[src/rtl/lbadp_pkg.sv]
// Package for the local bus address/data phasing block: register map,
// field positions, reset values, bus-period states and pin bundles.
// Assumes a single 250 MHz system clock and the Avalon-MM register slave.
`default_nettype none

package lbadp_pkg;

    // Widths of the two external buses and of the DRAM column
    localparam int ADDR_W = 20;
    localparam int DATA_W = 16;
    localparam int DCOL_W = 9;

    // Register byte offsets on the Avalon-MM slave
    localparam logic [7:0] OFS_CTRL = 8'h00;
    localparam logic [7:0] OFS_ADDR = 8'h04;
    localparam logic [7:0] OFS_WDATA = 8'h08;
    localparam logic [7:0] OFS_CMD = 8'h0C;
    localparam logic [7:0] OFS_DCOL = 8'h10;
    localparam logic [7:0] OFS_STAT = 8'h14;
    localparam logic [7:0] OFS_RDATA = 8'h18;

    // Control register fields
    localparam int CTRL_UDA_BIT = 0;
    localparam int CTRL_LDA_BIT = 1;
    localparam int CTRL_BUS8_BIT = 2;
    localparam logic [2:0] CTRL_RST = 3'h0;

    // Command register fields; a write to it launches one bus cycle
    localparam int CMD_WRITE_BIT = 0;
    localparam int CMD_BHE_N_BIT = 1;
    localparam int CMD_REFRESH_BIT = 2;
    localparam int CMD_DRAM_BIT = 3;
    localparam int CMD_USEL_BIT = 4;
    localparam int CMD_LSEL_BIT = 5;

    // Status register fields
    localparam int STAT_BUSY_BIT = 0;
    localparam int STAT_STRAP_BIT = 1;
    localparam int STAT_HOLD_BIT = 2;
    localparam int STAT_CFG_LSB = 16;

    // Reset values and fixed patterns
    localparam logic STRAP_RST = 1'b1;
    localparam logic [DATA_W-1:0] CFG_RST = 16'h0000;
    localparam logic [DATA_W-1:0] REFRESH_PATTERN = 16'hFFFF;

    // Bus periods as seen by the block
    typedef enum logic [2:0] {
        ST_IDLE = 3'b000,
        ST_PRE = 3'b001,
        ST_T1 = 3'b010,
        ST_T2 = 3'b011,
        ST_T3 = 3'b100,
        ST_TW = 3'b101,
        ST_T4 = 3'b110
    } lbadp_state_e;

    // One latched bus cycle request
    typedef struct packed {
        logic [ADDR_W-1:0] addr;
        logic [DATA_W-1:0] wdata;
        logic [DCOL_W-1:0] dcol;
        logic write;
        logic bhe_n;
        logic refresh;
        logic dram;
        logic bus8;
        logic da;
    } lbadp_cyc_s;

    // Everything driven onto the pins, with output enables
    typedef struct packed {
        logic [ADDR_W-1:0] addr_out;
        logic addr_oe;
        logic [DATA_W-1:0] mux_out;
        logic [1:0] mux_oe;
        logic strb_out;
        logic strb_oe;
        logic bhe_n_out;
        logic bhe_oe;
        logic whb_n;
        logic wlb_n;
        logic wstb_oe;
    } lbadp_pins_s;

endpackage : lbadp_pkg

`default_nettype wire

[src/rtl/lbadp_sync.sv]
// Two-flop synchroniser bank for pins arriving from outside i_clk.
// Assumes each bit is an independent level; no bit-to-bit coherence.
`default_nettype none

module lbadp_sync #(
    parameter int W = 1
) (
    input wire logic i_clk,
    input wire logic i_srst,
    input wire logic [W-1:0] i_async,
    output logic [W-1:0] o_sync
);

    logic [W-1:0] meta_r; // First stage, read only by the second
    logic [W-1:0] sync_r; // Second stage, safe for logic

    // Both stages only shift; reset loads constants
    always_ff @(posedge i_clk) begin
        if (i_srst) begin
            meta_r <= '0;
            sync_r <= '0;
        end else begin
            meta_r <= i_async;
            sync_r <= meta_r;
        end
    end

    assign o_sync = sync_r;

endmodule : lbadp_sync

`default_nettype wire

[src/rtl/lbadp_bus.sv]
// Local bus address/data phasing unit with an Avalon-MM register slave.
// Assumes the bus clock pin is slow (160 ns) against i_clk; pins are
// resolved outside from the out/oe pairs.
// Behaviour
// - addr_bus leads mux_bus by half period
// - Hold or reset floats addr_bus and mux_bus
// - DRAM: odd lines row/column, others steady
// - Address in t1, data t2 to t4
// - Deasserted write strobe floats its byte, except upper byte in 8-bit mode
// - 8-bit regions keep address on upper byte
// - Disabled phase, 8-bit: upper floats t1
// - 8-bit mode: both bytes on lower lines
// - Reset release captures mux_bus configuration
// - Strobe trailing edge sees valid address
// - Emulation mode floats addr_strobe
// - Hold or reset floats addr_strobe low
// - Async ready synchronised, may add period
// - high_byte_enable with bit 0 encodes width
// - high_byte_enable t1 through t3 and waits
// - Refresh: enable high, mux_bus all ones
// - Strap high: region bit suppresses t1 address
// - Strap sampled at reset rise; low forces address
//
// The Avalon-MM register port and the placing of the registers were chosen for this implementation.
`default_nettype none

module lbadp_bus
    import lbadp_pkg::*;
(
    input wire logic i_clk,
    input wire logic i_srst,
    // Avalon-MM slave
    input wire logic [7:0] i_avs_address,
    input wire logic i_avs_read,
    input wire logic i_avs_write,
    input wire logic [31:0] i_avs_writedata,
    input wire logic [3:0] i_avs_byteenable,
    output logic [31:0] o_avs_readdata,
    output logic o_avs_waitrequest,
    // Pins from the outside world
    input wire logic i_sys_clock_out,
    input wire logic i_async_ready_in,
    input wire logic i_sync_ready_in,
    input wire logic i_hold,
    input wire logic i_on_circuit_emul_mode,
    input wire logic i_reset_in_n,
    input wire logic i_addr_phase_strap,
    input wire logic [DATA_W-1:0] i_mux_bus,
    // Pins to the outside world
    output logic [ADDR_W-1:0] o_addr_bus,
    output logic o_addr_bus_oe,
    output logic [DATA_W-1:0] o_mux_bus,
    output logic [1:0] o_mux_bus_oe,
    output logic o_addr_strobe,
    output logic o_addr_strobe_oe,
    output logic o_high_byte_enable_n,
    output logic o_high_byte_enable_oe,
    output logic o_upper_write_strobe_n,
    output logic o_lower_write_strobe_n,
    output logic o_write_strobe_oe,
    output logic o_hold_ack
);

    localparam int SYNC_W = 7 + DATA_W;

    logic [SYNC_W-1:0] sync_s; // Synchronised pin levels
    logic clk_s, async_ready_in_s, sync_ready_in_s, hold_s, on_circuit_emul_mode_s, rstn_s, strap_s;
    logic [DATA_W-1:0] mux_in_s;
    logic rise, fall, rst_cond, ready;

    // Software-side state
    logic [2:0] ctrl_r, ctrl_nxt;                 // Region disables, 8-bit mode
    logic [ADDR_W-1:0] addr_r, addr_nxt;          // Staged address
    logic [DATA_W-1:0] wdata_r, wdata_nxt;        // Staged write data
    logic [DCOL_W-1:0] dcol_r, dcol_nxt;          // Staged DRAM column
    logic wait_r, wait_nxt;                       // Registered waitrequest
    logic [31:0] rdata_r, rdata_nxt;              // Registered readdata
    logic go_r, go_nxt;                           // Cycle launched, not started
    lbadp_cyc_s cyc_r, cyc_nxt;                   // Latched cycle
    logic busy, do_wr, accept;

    // Link-side state
    lbadp_state_e state_r, state_nxt;
    logic strb_r, strb_nxt;                       // Address strobe level
    logic hold_ack_r, hold_ack_nxt;
    logic strap_r, strap_nxt;                     // Captured address-phase strap
    logic [DATA_W-1:0] cfg_r, cfg_nxt;            // Reset configuration word
    logic [DATA_W-1:0] bus_rd_r, bus_rd_nxt;      // Data read from the bus
    logic clk_q_r, rstn_q_r;                      // Previous synced levels
    lbadp_pins_s pin_r, pin_nxt;
    logic go_clr;

    // Every outside pin passes two flops before use
    lbadp_sync #(.W(SYNC_W)) u_sync (
        .i_clk(i_clk),
        .i_srst(i_srst),
        .i_async({i_sys_clock_out, i_async_ready_in, i_sync_ready_in, i_hold,
                  i_on_circuit_emul_mode, i_reset_in_n, i_addr_phase_strap,
                  i_mux_bus}),
        .o_sync(sync_s)
    );

    assign {clk_s, async_ready_in_s, sync_ready_in_s, hold_s, on_circuit_emul_mode_s, rstn_s, strap_s, mux_in_s} = sync_s;
    assign rise = clk_s & ~clk_q_r;
    assign fall = ~clk_s & clk_q_r;
    assign rst_cond = ~rstn_s;
    // Either ready source completes the cycle; async path costs two flops
    assign ready = async_ready_in_s | sync_ready_in_s;
    assign busy = go_r | (state_r != ST_IDLE);

    // Byte-lane merge for Avalon writes
    function automatic logic [31:0] be_merge(input logic [31:0] old_v,
                                             input logic [31:0] new_v,
                                             input logic [3:0] be);
        logic [31:0] res;
        res = old_v;
        for (int i = 0; i < 4; i++) begin
            if (be[i]) begin
                res[8*i +: 8] = new_v[8*i +: 8];
            end
        end
        return res;
    endfunction : be_merge

    // Register slave: one wait cycle per access, command stalls while busy
    always_comb begin
        ctrl_nxt = ctrl_r;
        addr_nxt = addr_r;
        wdata_nxt = wdata_r;
        dcol_nxt = dcol_r;
        cyc_nxt = cyc_r;
        go_nxt = go_r & ~go_clr;
        rdata_nxt = rdata_r;
        wait_nxt = 1'b1;
        // Back-pressure: a new command waits for the previous cycle
        accept = (i_avs_read | i_avs_write) & wait_r &
                 ~(i_avs_write & (i_avs_address == OFS_CMD) & busy);
        do_wr = i_avs_write & ~wait_r;
        if (accept) begin
            wait_nxt = 1'b0;
        end
        // Read decode; unmapped offsets read zero
        if (accept & i_avs_read) begin
            if (i_avs_address == OFS_CTRL) begin
                rdata_nxt = {29'h0, ctrl_r};
            end else if (i_avs_address == OFS_ADDR) begin
                rdata_nxt = {12'h0, addr_r};
            end else if (i_avs_address == OFS_WDATA) begin
                rdata_nxt = {16'h0, wdata_r};
            end else if (i_avs_address == OFS_DCOL) begin
                rdata_nxt = {23'h0, dcol_r};
            end else if (i_avs_address == OFS_STAT) begin
                rdata_nxt = 32'h0;
                rdata_nxt[STAT_BUSY_BIT] = busy;
                rdata_nxt[STAT_STRAP_BIT] = strap_r;
                rdata_nxt[STAT_HOLD_BIT] = hold_ack_r;
                rdata_nxt[STAT_CFG_LSB +: DATA_W] = cfg_r;
            end else if (i_avs_address == OFS_RDATA) begin
                rdata_nxt = {16'h0, bus_rd_r};
            end else begin
                rdata_nxt = 32'h0;
            end
        end
        // Writes land on the edge that sees waitrequest low
        if (do_wr) begin
            if (i_avs_address == OFS_CTRL) begin
                ctrl_nxt = 3'(be_merge({29'h0, ctrl_r}, i_avs_writedata, i_avs_byteenable));
            end else if (i_avs_address == OFS_ADDR) begin
                addr_nxt = 20'(be_merge({12'h0, addr_r}, i_avs_writedata, i_avs_byteenable));
            end else if (i_avs_address == OFS_WDATA) begin
                wdata_nxt = 16'(be_merge({16'h0, wdata_r}, i_avs_writedata, i_avs_byteenable));
            end else if (i_avs_address == OFS_DCOL) begin
                dcol_nxt = 9'(be_merge({23'h0, dcol_r}, i_avs_writedata, i_avs_byteenable));
            end else if (i_avs_address == OFS_CMD) begin
                cyc_nxt.addr = addr_r;
                cyc_nxt.wdata = wdata_r;
                cyc_nxt.dcol = dcol_r;
                cyc_nxt.write = i_avs_writedata[CMD_WRITE_BIT];
                cyc_nxt.bhe_n = i_avs_writedata[CMD_BHE_N_BIT];
                cyc_nxt.refresh = i_avs_writedata[CMD_REFRESH_BIT];
                cyc_nxt.dram = i_avs_writedata[CMD_DRAM_BIT];
                cyc_nxt.bus8 = ctrl_r[CTRL_BUS8_BIT];
                // Suppression only when the strap allowed it
                cyc_nxt.da = strap_r &
                    ((i_avs_writedata[CMD_USEL_BIT] & ctrl_r[CTRL_UDA_BIT]) |
                     (i_avs_writedata[CMD_LSEL_BIT] & ctrl_r[CTRL_LDA_BIT]));
                go_nxt = 1'b1;
            end
        end
    end

    // Software-side registers
    always_ff @(posedge i_clk) begin
        if (i_srst) begin
            ctrl_r <= CTRL_RST;
            addr_r <= '0;
            wdata_r <= '0;
            dcol_r <= '0;
            cyc_r <= '0;
            go_r <= 1'b0;
            rdata_r <= 32'h0;
            wait_r <= 1'b1;
        end else begin
            ctrl_r <= ctrl_nxt;
            addr_r <= addr_nxt;
            wdata_r <= wdata_nxt;
            dcol_r <= dcol_nxt;
            cyc_r <= cyc_nxt;
            go_r <= go_nxt;
            rdata_r <= rdata_nxt;
            wait_r <= wait_nxt;
        end
    end

    // Bus period sequencing and pin values for the next state
    always_comb begin
        state_nxt = state_r;
        go_clr = 1'b0;
        strap_nxt = strap_r;
        cfg_nxt = cfg_r;
        bus_rd_nxt = bus_rd_r;
        // Hold is granted only between cycles
        hold_ack_nxt = ~rst_cond & hold_s & (hold_ack_r | (state_r == ST_IDLE));
        // Reset release latches strap and configuration word
        if (rstn_s & ~rstn_q_r) begin
            strap_nxt = strap_s;
            cfg_nxt = mux_in_s;
        end
        if (rst_cond) begin
            state_nxt = ST_IDLE;
        end else begin
            case (state_r)
                ST_IDLE: begin
                    // Address bus starts on a falling edge, half a period early
                    if (go_r & ~hold_ack_r & ~hold_s & fall) begin
                        state_nxt = ST_PRE;
                        go_clr = 1'b1;
                    end
                end
                ST_PRE: if (rise) state_nxt = ST_T1;
                ST_T1: if (rise) state_nxt = ST_T2;
                ST_T2: if (rise) state_nxt = ST_T3;
                ST_T3, ST_TW: begin
                    // Stretch with waits until ready is seen
                    if (rise) begin
                        state_nxt = ready ? ST_T4 : ST_TW;
                    end
                end
                ST_T4: if (rise) state_nxt = ST_IDLE;
                default: state_nxt = ST_IDLE;
            endcase
        end
        // Capture read data as the cycle enters t4; 8-bit lands per bit 0
        if ((state_nxt == ST_T4) & (state_r != ST_T4) & ~cyc_r.write) begin
            if (cyc_r.bus8) begin
                bus_rd_nxt = cyc_r.addr[0] ? {mux_in_s[7:0], bus_rd_r[7:0]}
                                           : {bus_rd_r[15:8], mux_in_s[7:0]};
            end else begin
                bus_rd_nxt = mux_in_s;
            end
        end
        // Strobe rises entering t1 and falls mid t1, address already out
        if ((state_nxt == ST_T1) & (state_r == ST_PRE)) begin
            strb_nxt = 1'b1;
        end else if ((state_nxt != ST_T1) | fall) begin
            strb_nxt = 1'b0;
        end else begin
            strb_nxt = strb_r;
        end
        pin_nxt = '0;
        pin_nxt.bhe_n_out = 1'b1;
        pin_nxt.whb_n = 1'b1;
        pin_nxt.wlb_n = 1'b1;
        // Emulation mode leaves the strobe undriven; float hold/reset too
        pin_nxt.strb_oe = ~on_circuit_emul_mode_s & ~rst_cond & ~hold_ack_nxt;
        pin_nxt.strb_out = strb_nxt & pin_nxt.strb_oe;
        // Everything else is floated by hold or reset
        if (~rst_cond & ~hold_ack_nxt & (state_nxt != ST_IDLE)) begin
            pin_nxt.addr_oe = 1'b1;
            pin_nxt.addr_out = cyc_r.addr;
            // DRAM column goes on the odd lines from t3; even lines untouched
            if (cyc_r.dram & (state_nxt inside {ST_T3, ST_TW, ST_T4})) begin
                for (int i = 0; i < DCOL_W; i++) begin
                    pin_nxt.addr_out[2*i+1] = cyc_r.dcol[i];
                end
            end
            pin_nxt.bhe_oe = 1'b1;
            pin_nxt.wstb_oe = 1'b1;
            // Byte enable held t1 to t3 and waits, released in t4
            if (state_nxt inside {ST_T1, ST_T2, ST_T3, ST_TW}) begin
                pin_nxt.bhe_n_out = cyc_r.bhe_n | cyc_r.refresh;
            end
            if (state_nxt == ST_T1) begin
                // Address phase, or all ones for refresh, unless suppressed
                pin_nxt.mux_out = cyc_r.refresh ? REFRESH_PATTERN
                                                : cyc_r.addr[DATA_W-1:0];
                pin_nxt.mux_oe = {2{~cyc_r.da}};
            end else if (state_nxt != ST_PRE) begin
                // Data phase t2..t4, strobes follow the byte encoding
                pin_nxt.whb_n = ~(cyc_r.write & ~cyc_r.bhe_n & ~cyc_r.bus8);
                pin_nxt.wlb_n = ~(cyc_r.write & (~cyc_r.addr[0] | cyc_r.bus8));
                pin_nxt.mux_oe[0] = ~pin_nxt.wlb_n;
                pin_nxt.mux_out[7:0] = (cyc_r.bus8 & cyc_r.addr[0]) ? cyc_r.wdata[15:8]
                                                                     : cyc_r.wdata[7:0];
                if (cyc_r.bus8) begin
                    pin_nxt.mux_oe[1] = 1'b1;
                    pin_nxt.mux_out[15:8] = cyc_r.addr[15:8];
                end else begin
                    pin_nxt.mux_oe[1] = ~pin_nxt.whb_n;
                    pin_nxt.mux_out[15:8] = cyc_r.wdata[15:8];
                end
            end
        end
    end

    // Link-side registers
    always_ff @(posedge i_clk) begin
        if (i_srst) begin
            state_r <= ST_IDLE;
            strb_r <= 1'b0;
            hold_ack_r <= 1'b0;
            strap_r <= STRAP_RST;
            cfg_r <= CFG_RST;
            bus_rd_r <= '0;
            clk_q_r <= 1'b0;
            rstn_q_r <= 1'b0;
            pin_r <= '0;
        end else begin
            state_r <= state_nxt;
            strb_r <= strb_nxt;
            hold_ack_r <= hold_ack_nxt;
            strap_r <= strap_nxt;
            cfg_r <= cfg_nxt;
            bus_rd_r <= bus_rd_nxt;
            clk_q_r <= clk_s;
            rstn_q_r <= rstn_s;
            pin_r <= pin_nxt;
        end
    end

    assign o_avs_readdata = rdata_r;
    assign o_avs_waitrequest = wait_r;
    assign o_addr_bus = pin_r.addr_out;
    assign o_addr_bus_oe = pin_r.addr_oe;
    assign o_mux_bus = pin_r.mux_out;
    assign o_mux_bus_oe = pin_r.mux_oe;
    assign o_addr_strobe = pin_r.strb_out;
    assign o_addr_strobe_oe = pin_r.strb_oe;
    assign o_high_byte_enable_n = pin_r.bhe_n_out;
    assign o_high_byte_enable_oe = pin_r.bhe_oe;
    assign o_upper_write_strobe_n = pin_r.whb_n;
    assign o_lower_write_strobe_n = pin_r.wlb_n;
    assign o_write_strobe_oe = pin_r.wstb_oe;
    assign o_hold_ack = hold_ack_r;
endmodule : lbadp_bus

`default_nettype wire

[config.mk]
export PLATFORM = sky130hd
export DESIGN_NAME = lbadp_bus
export DESIGN_NICKNAME = d
export VERILOG_FILES = /design/src/rtl/lbadp_pkg.sv /design/src/rtl/lbadp_sync.sv /design/src/rtl/lbadp_bus.sv
export SDC_FILE = /design/constraint.sdc
export NUM_CORES = 1
export LEC_CHECK = 0
export ABC_AREA = 1
export BUFFER_PORTS_ARGS = -buffer_cell sky130_fd_sc_hd__buf_2
export CORE_MARGIN = 2
export CORE_UTILIZATION = 61
export DETAILED_ROUTE_END_ITERATION = 16
export MAX_ROUTING_LAYER = met4
export PLACE_DENSITY = 0.85
export SYNTH_ARGS = -nofsm -noshare
export SYNTH_HDL_FRONTEND = slang
export SYNTH_SLANG_ARGS = --single-unit
[constraint.sdc]
create_clock -name i_clk -period 4.5 [get_ports i_clk]
set_clock_uncertainty 0.05 [all_clocks]
set_input_delay 0.9 -clock i_clk [delete_from_list [all_inputs] [get_ports i_clk]]
set_output_delay 0.9 -clock i_clk [all_outputs]
set_load 0.03 [all_outputs]
# Word-level counts from Yosys, hierarchy flattened
# Cells that the tools add are included.
dict set report op_classes {
  bitwise_logic 61
  reduce_logical 19
  eq_ne 22
  muxes 49
}
# op n
set ops {}
lappend ops {{$mux 32} 5}
lappend ops {{$mux 16} 4}
lappend ops {{$mux 18} 2}
lappend ops {{$and 1x1->1} 31}
lappend ops {{$eq 8x5->1 const B} 3}
lappend ops {{$mux 1} 23}
lappend ops {{$not 1->1} 22}
lappend ops {{$mux 3} 7}
lappend ops {{$mux 19} 1}
lappend ops {{$eq 3x3->1 const B} 6}
lappend ops {{$pmux 3 s6} 1}
lappend ops {{$reduce_and 6->1} 3}
lappend ops {{$eq 8x4->1 const B} 2}
lappend ops {{$mux 8} 2}
lappend ops {{$eq 3x2->1 const B} 4}
lappend ops {{$reduce_and 4->1} 3}
lappend ops {{$reduce_and 5->1} 2}
lappend ops {{$reduce_bool 3->1} 3}
lappend ops {{$eq 8x3->1 const B} 1}
lappend ops {{$logic_not 8->1} 1}
lappend ops {{$or 1x1->1} 8}
lappend ops {{$mux 2} 3}
lappend ops {{$mux 5} 1}
lappend ops {{$reduce_and 2->1} 2}
lappend ops {{other kinds (10)} 11}
dict set report word_totals {
  output_inout_bits 80
  reg_bits 265
  inputBits 71
  wordCells 193
}

# Depth between registers and ports, before layout
dict set report depth {
  depth_word 15
  mapped_depth 14
  ltp_nobuf 13
}

# Modules after synthesis
# Synthesis repeated with hierarchy kept, for this count alone.
dict set report hier_totals {
  cells_unflattened 1326
  area_unflattened_um2 10095.9
}
# module seq_area_each_um2 area_each_um2 cells_per_inst n_inst
set by_module_without_submodules {}
lappend by_module_without_submodules {lbadp_bus 4344.2 8773.4 1183 1}
lappend by_module_without_submodules {lbadp_sync 920.9 1322.5 143 1}

# Worst setup path before layout
# Ideal clock, no wire load.
dict set report synth_timing {
  path_kind {input port to flip-flop}
  startpoint {in i_avs_address[1]}
  endpoint {reg dcol_r[5]}
  path_slack_ns 2.282
  n_path_buf 1
  cell_stages 7
  t_arrival_ns 2.049
  required_time_ns 4.331
  setup_ns 0.119
  cell_sequence {nor2_2 -> nand3_1 -> nor2_1 -> nand4_2 -> buf_4 -> o21ai_0 -> a21oi_1}
}
dict set report synth_between {
  elab_chain_len 3
  elab_cells_between_ends 8
  classes_between {3 x eq/ne; 3 x bitwise; 2 x reduce/logical}
}
# element line
set synth_lines {}
lappend synth_lines {{from (decl)} lbadp_bus.sv:33} ;# input wire logic [7:0] i_avs_address,
lappend synth_lines {{$eq 8x4->1 (tied with other cells)} lbadp_bus.sv:170} ;# end else if (i_avs_address == OFS_WDATA) begin
lappend synth_lines {{$not 1->1 (no source line)} n/a}
lappend synth_lines {{$reduce_and 6->1 (no source line) *} n/a}
lappend synth_lines {{to (signal assigned)} lbadp_bus.sv:207} ;# dcol_r <= dcol_nxt;
lappend synth_lines {{to (decl)} lbadp_bus.sv:75} ;# logic [DCOL_W-1:0] dcol_r, dcol_nxt;
# Every way passes the cells marked *; elsewhere a longest branch is shown, timed or not.
# A chain may end at the register's enable or synchronous reset.

# Worst setup path after layout
dict set report layout_timing {
  startpoint {reg cyc_r[1] (netlist bit)}
  endpoint {reg bus_rd_r[5]}
}
dict set report layout_between {
  elab_chain_len 2
  elab_cells_between_ends 3
  classes_between {1 x eq/ne; 1 x mux; 1 x reduce/logical}
}
# element line
set layout_lines {}
lappend layout_lines {{from (decl)} lbadp_bus.sv:79} ;# lbadp_cyc_s cyc_r, cyc_nxt;
lappend layout_lines {{from (signal assigned)} lbadp_bus.sv:208} ;# cyc_r <= cyc_nxt;
lappend layout_lines {{$ne 2x2->1 (no source line)} n/a}
lappend layout_lines {{$reduce_and 2->1 (no source line)} n/a}
lappend layout_lines {{to (signal assigned)} lbadp_bus.sv:334} ;# bus_rd_r <= bus_rd_nxt;
lappend layout_lines {{to (decl)} lbadp_bus.sv:88} ;# logic [DATA_W-1:0] bus_rd_r, bus_rd_nxt;
# Several ways; a longest one is shown, not always the timed one.

==> flow_summary.ini <==
[synthesis]
ys.flop_type = dfxtp_1
synth.top_cells.by_area = dfxtp_1 53%, o21ai_0 8.8%, nor2_1 7.3%, a21oi_1 7.2%, inv_1 5.5%
synth.net_count = 1359
synth_cell_type_count = 32
synth_largest_area_cell = dfxtp_1
synth_edf_count = 0
synthArstFlopShare_pct = 0
netlist_top_cells_count = 263 x dfxtp_1, 193 x nor2_1, 174 x o21ai_0
syn_area_um2 = 9930
yosysMostFrequentCell = dfxtp_1
yosysTopAreaCellShare_pct = 53.0
ys_seq_area_share_pct = 53.0
syn_inst = 1288
syn_area_per_cell_um2 = 7.71
ys_ff_latch = 263
synth_warnings = 0

[floorplanning]
start_util_pct = 62.5
die_y_um = 132
pin_count = 151
dieArea_um2 = 17300
dieWidth_um = 132
core-area_um2 = 15900
rows = 46

[sta]
worst_pin_slew_ns = 1.11
rsz0062_at_grt = no
timing.final.crit_share_pct = 60.9
finalHoldViolCount = 0
finalSetupViolCount = 0
finalCriticalPeriod_ns = 2.74
fin_setup_tns_ns = 0
slew_viol_final = 0
setup_ws_ns = 1.76
max_slew_margin_pct = 25.7
max_freq_mhz = 365

[power]
powerDensity_nw_per_um2 = 410
p_leak_uw = 0.00484
ir_drop_uv = 332
power.total_uw = 4700

[layout]
synthToLayoutAreaGrowth_pct = 15.4
fill_cells = 1254
finalNonFillerCells = 1624
fin_nets = 1462
drive_gt1_share_pct = 16.3
diodes = 0

[clocking]
clockRootBuffer = clkbuf_16
cts_sinks = 263
cts-resized-gates = 0
hold_buffers = 0
clock_path_buffers = 3
htreeDepth = 1
cts_tree = built
insertion_delay_ns = 0.52
clk_pin_slew_ns = 0.06
numCtsBuffers = 26
postCtsSetupBuffers = 0

[global_route]
grt_overflow = 0
grtUsageTotal_pct = 28.7
grt_max_degree = 137
antenna_found_initial = 0
grt_pass1_wl_mm = 40.1
grt_pass1_vias = 8123

[worst_setup_path]
endpoint_kind = flop
cp_max_fo = 27
required_ns = 4.85
critPathArrivalTime_ns = 3.09
path_class = reg -> reg
cp-start-kind = flop

[route]
routed_wl_mm = 24.7
via_count = 8856
antenna_left = 0
wire_per_inst_um = 15.2
drt-initial-drc-count = 887
dr.pass1.iters = 5
viasPerCell = 5.45
drc_errors = 0

[placement]
dp_cells = 1579
gp_congestion = 0.934
preCtsSetupSlack_ns = 1.54
numPortBuffers = 137
dp_hpwl_mm = 16.7

[min_path]
min_path_type = reg -> reg

[status]
status = finished clean

[flow_run]
cap_violations = 0
[metrics by stage]
step | area (um2) | utilization, % | hold WS, ns
4_1_cts | 11500 | 72.2 | 0.352
3_5_place_dp | 10600 | 66.9 | 0.343
6_report | 11500 | 72.2 | 0.350
5_1_grt | 11500 | 72.2 | 0.366
2_1_floorplan | 9930 | - | 0.338
3_3_place_gp | 10600 | 66.9 | 0.340
[flip-flops by register name, indices dropped and copies added, names as in the netlist, 2 cells and up]
register / count
cfg_r: 16
o_avs_readdata: 32
bus_rd_r: 16
u_sync.meta_r: 23
o_addr_bus: 20
o_mux_bus: 16
wdata_r: 16
u_sync.o_sync: 23
ctrl_r: 3
state_r: 3
cyc_r: 51
o_mux_bus_oe: 2
addr_r: 20
dcol_r: 9
[final timing paths]
kind,slack (ns),endpoint,startpoint,depth (start not counted)
worst min-delay path,0.35,u_sync.o_sync[9]$_SDFF_PP0_,u_sync.meta_r[9]$_SDFF_PP0_,2
worst min register to register,0.35,u_sync.o_sync[9]$_SDFF_PP0_,u_sync.meta_r[9]$_SDFF_PP0_,2
worst max register to register,1.76,bus_rd_r[5]$_SDFFE_PP0P_,cyc_r[1]$_SDFFE_PP0P_,5
worst max-delay path,1.76,bus_rd_r[5]$_SDFFE_PP0P_,cyc_r[1]$_SDFFE_PP0P_,5
[cell type report]
cell class	instances	area, um2	share of cell area [%]
clock inverters	6	80.1	0.699
inverters	157	589	5.14
clock buffers	39	761	6.64
multi-input cells	800	3770	32.9
well taps	216	270	2.36
repair buffers	143	731	6.37
flip-flops and latches	263	5270	45.9
[layout by cell type, fill, tap and decap left out, types with 5 or more instances in the layout]
master,count
nand3_1,49
a21oi_1,142
o211ai_1,5
buf_4,6
inv_2,10
o21ai_0,174
buf_2,137
nor3_1,17
nand2_1,141
nand2_2,7
o22ai_1,13
clkbuf_1,8
nand4_1,14
a211oi_1,9
clkbuf_16,27
dfxtp_1,263
nor2_1,193
nor2_2,17
inv_1,144
[power breakdown]
part / internal, uW / switching, uW
combinational: 59.0 / 131
sequential: 2370 / 17.2
clock: 1270 / 858
total: 3700 / 1010
[layer usage]
| metal | GRT usage, % | vias up | routed length, um |
|---|---|---|---|
| met1 | 37.4 | 4014 | 10600 |
| li1 | - | 4382 | - |
| met5 | - | - | 0 |
| met2 | 45.7 | 397 | 11500 |
| met4 | 10.9 | 0 | 796 |
| met3 | 3.74 | 63 | 1830 |
[kinds of logic (layout without fill, tap and decap cells)]
| group | count (synthesis) | after routing | share of synthesized area [%] |
|---|---|---|---|
| AO/OA/AOI/OAI | 347 | 347 | 18.1 |
| buffers and inverters | 225 | 345 | 9.05 |
| flip-flops | 263 | 263 | 53.0 |
| AND/OR/NAND/NOR | 453 | 453 | 19.8 |
[critical path: stages, from the launching register on]
cell      delay, ns
dfxtp_1        0.99
nand2_1        0.76
clkinv_1       0.40
nor2_2         0.14
o21ai_0        0.21
nor2_1         0.05
Note: power is estimated with default switching activity, not from simulation.
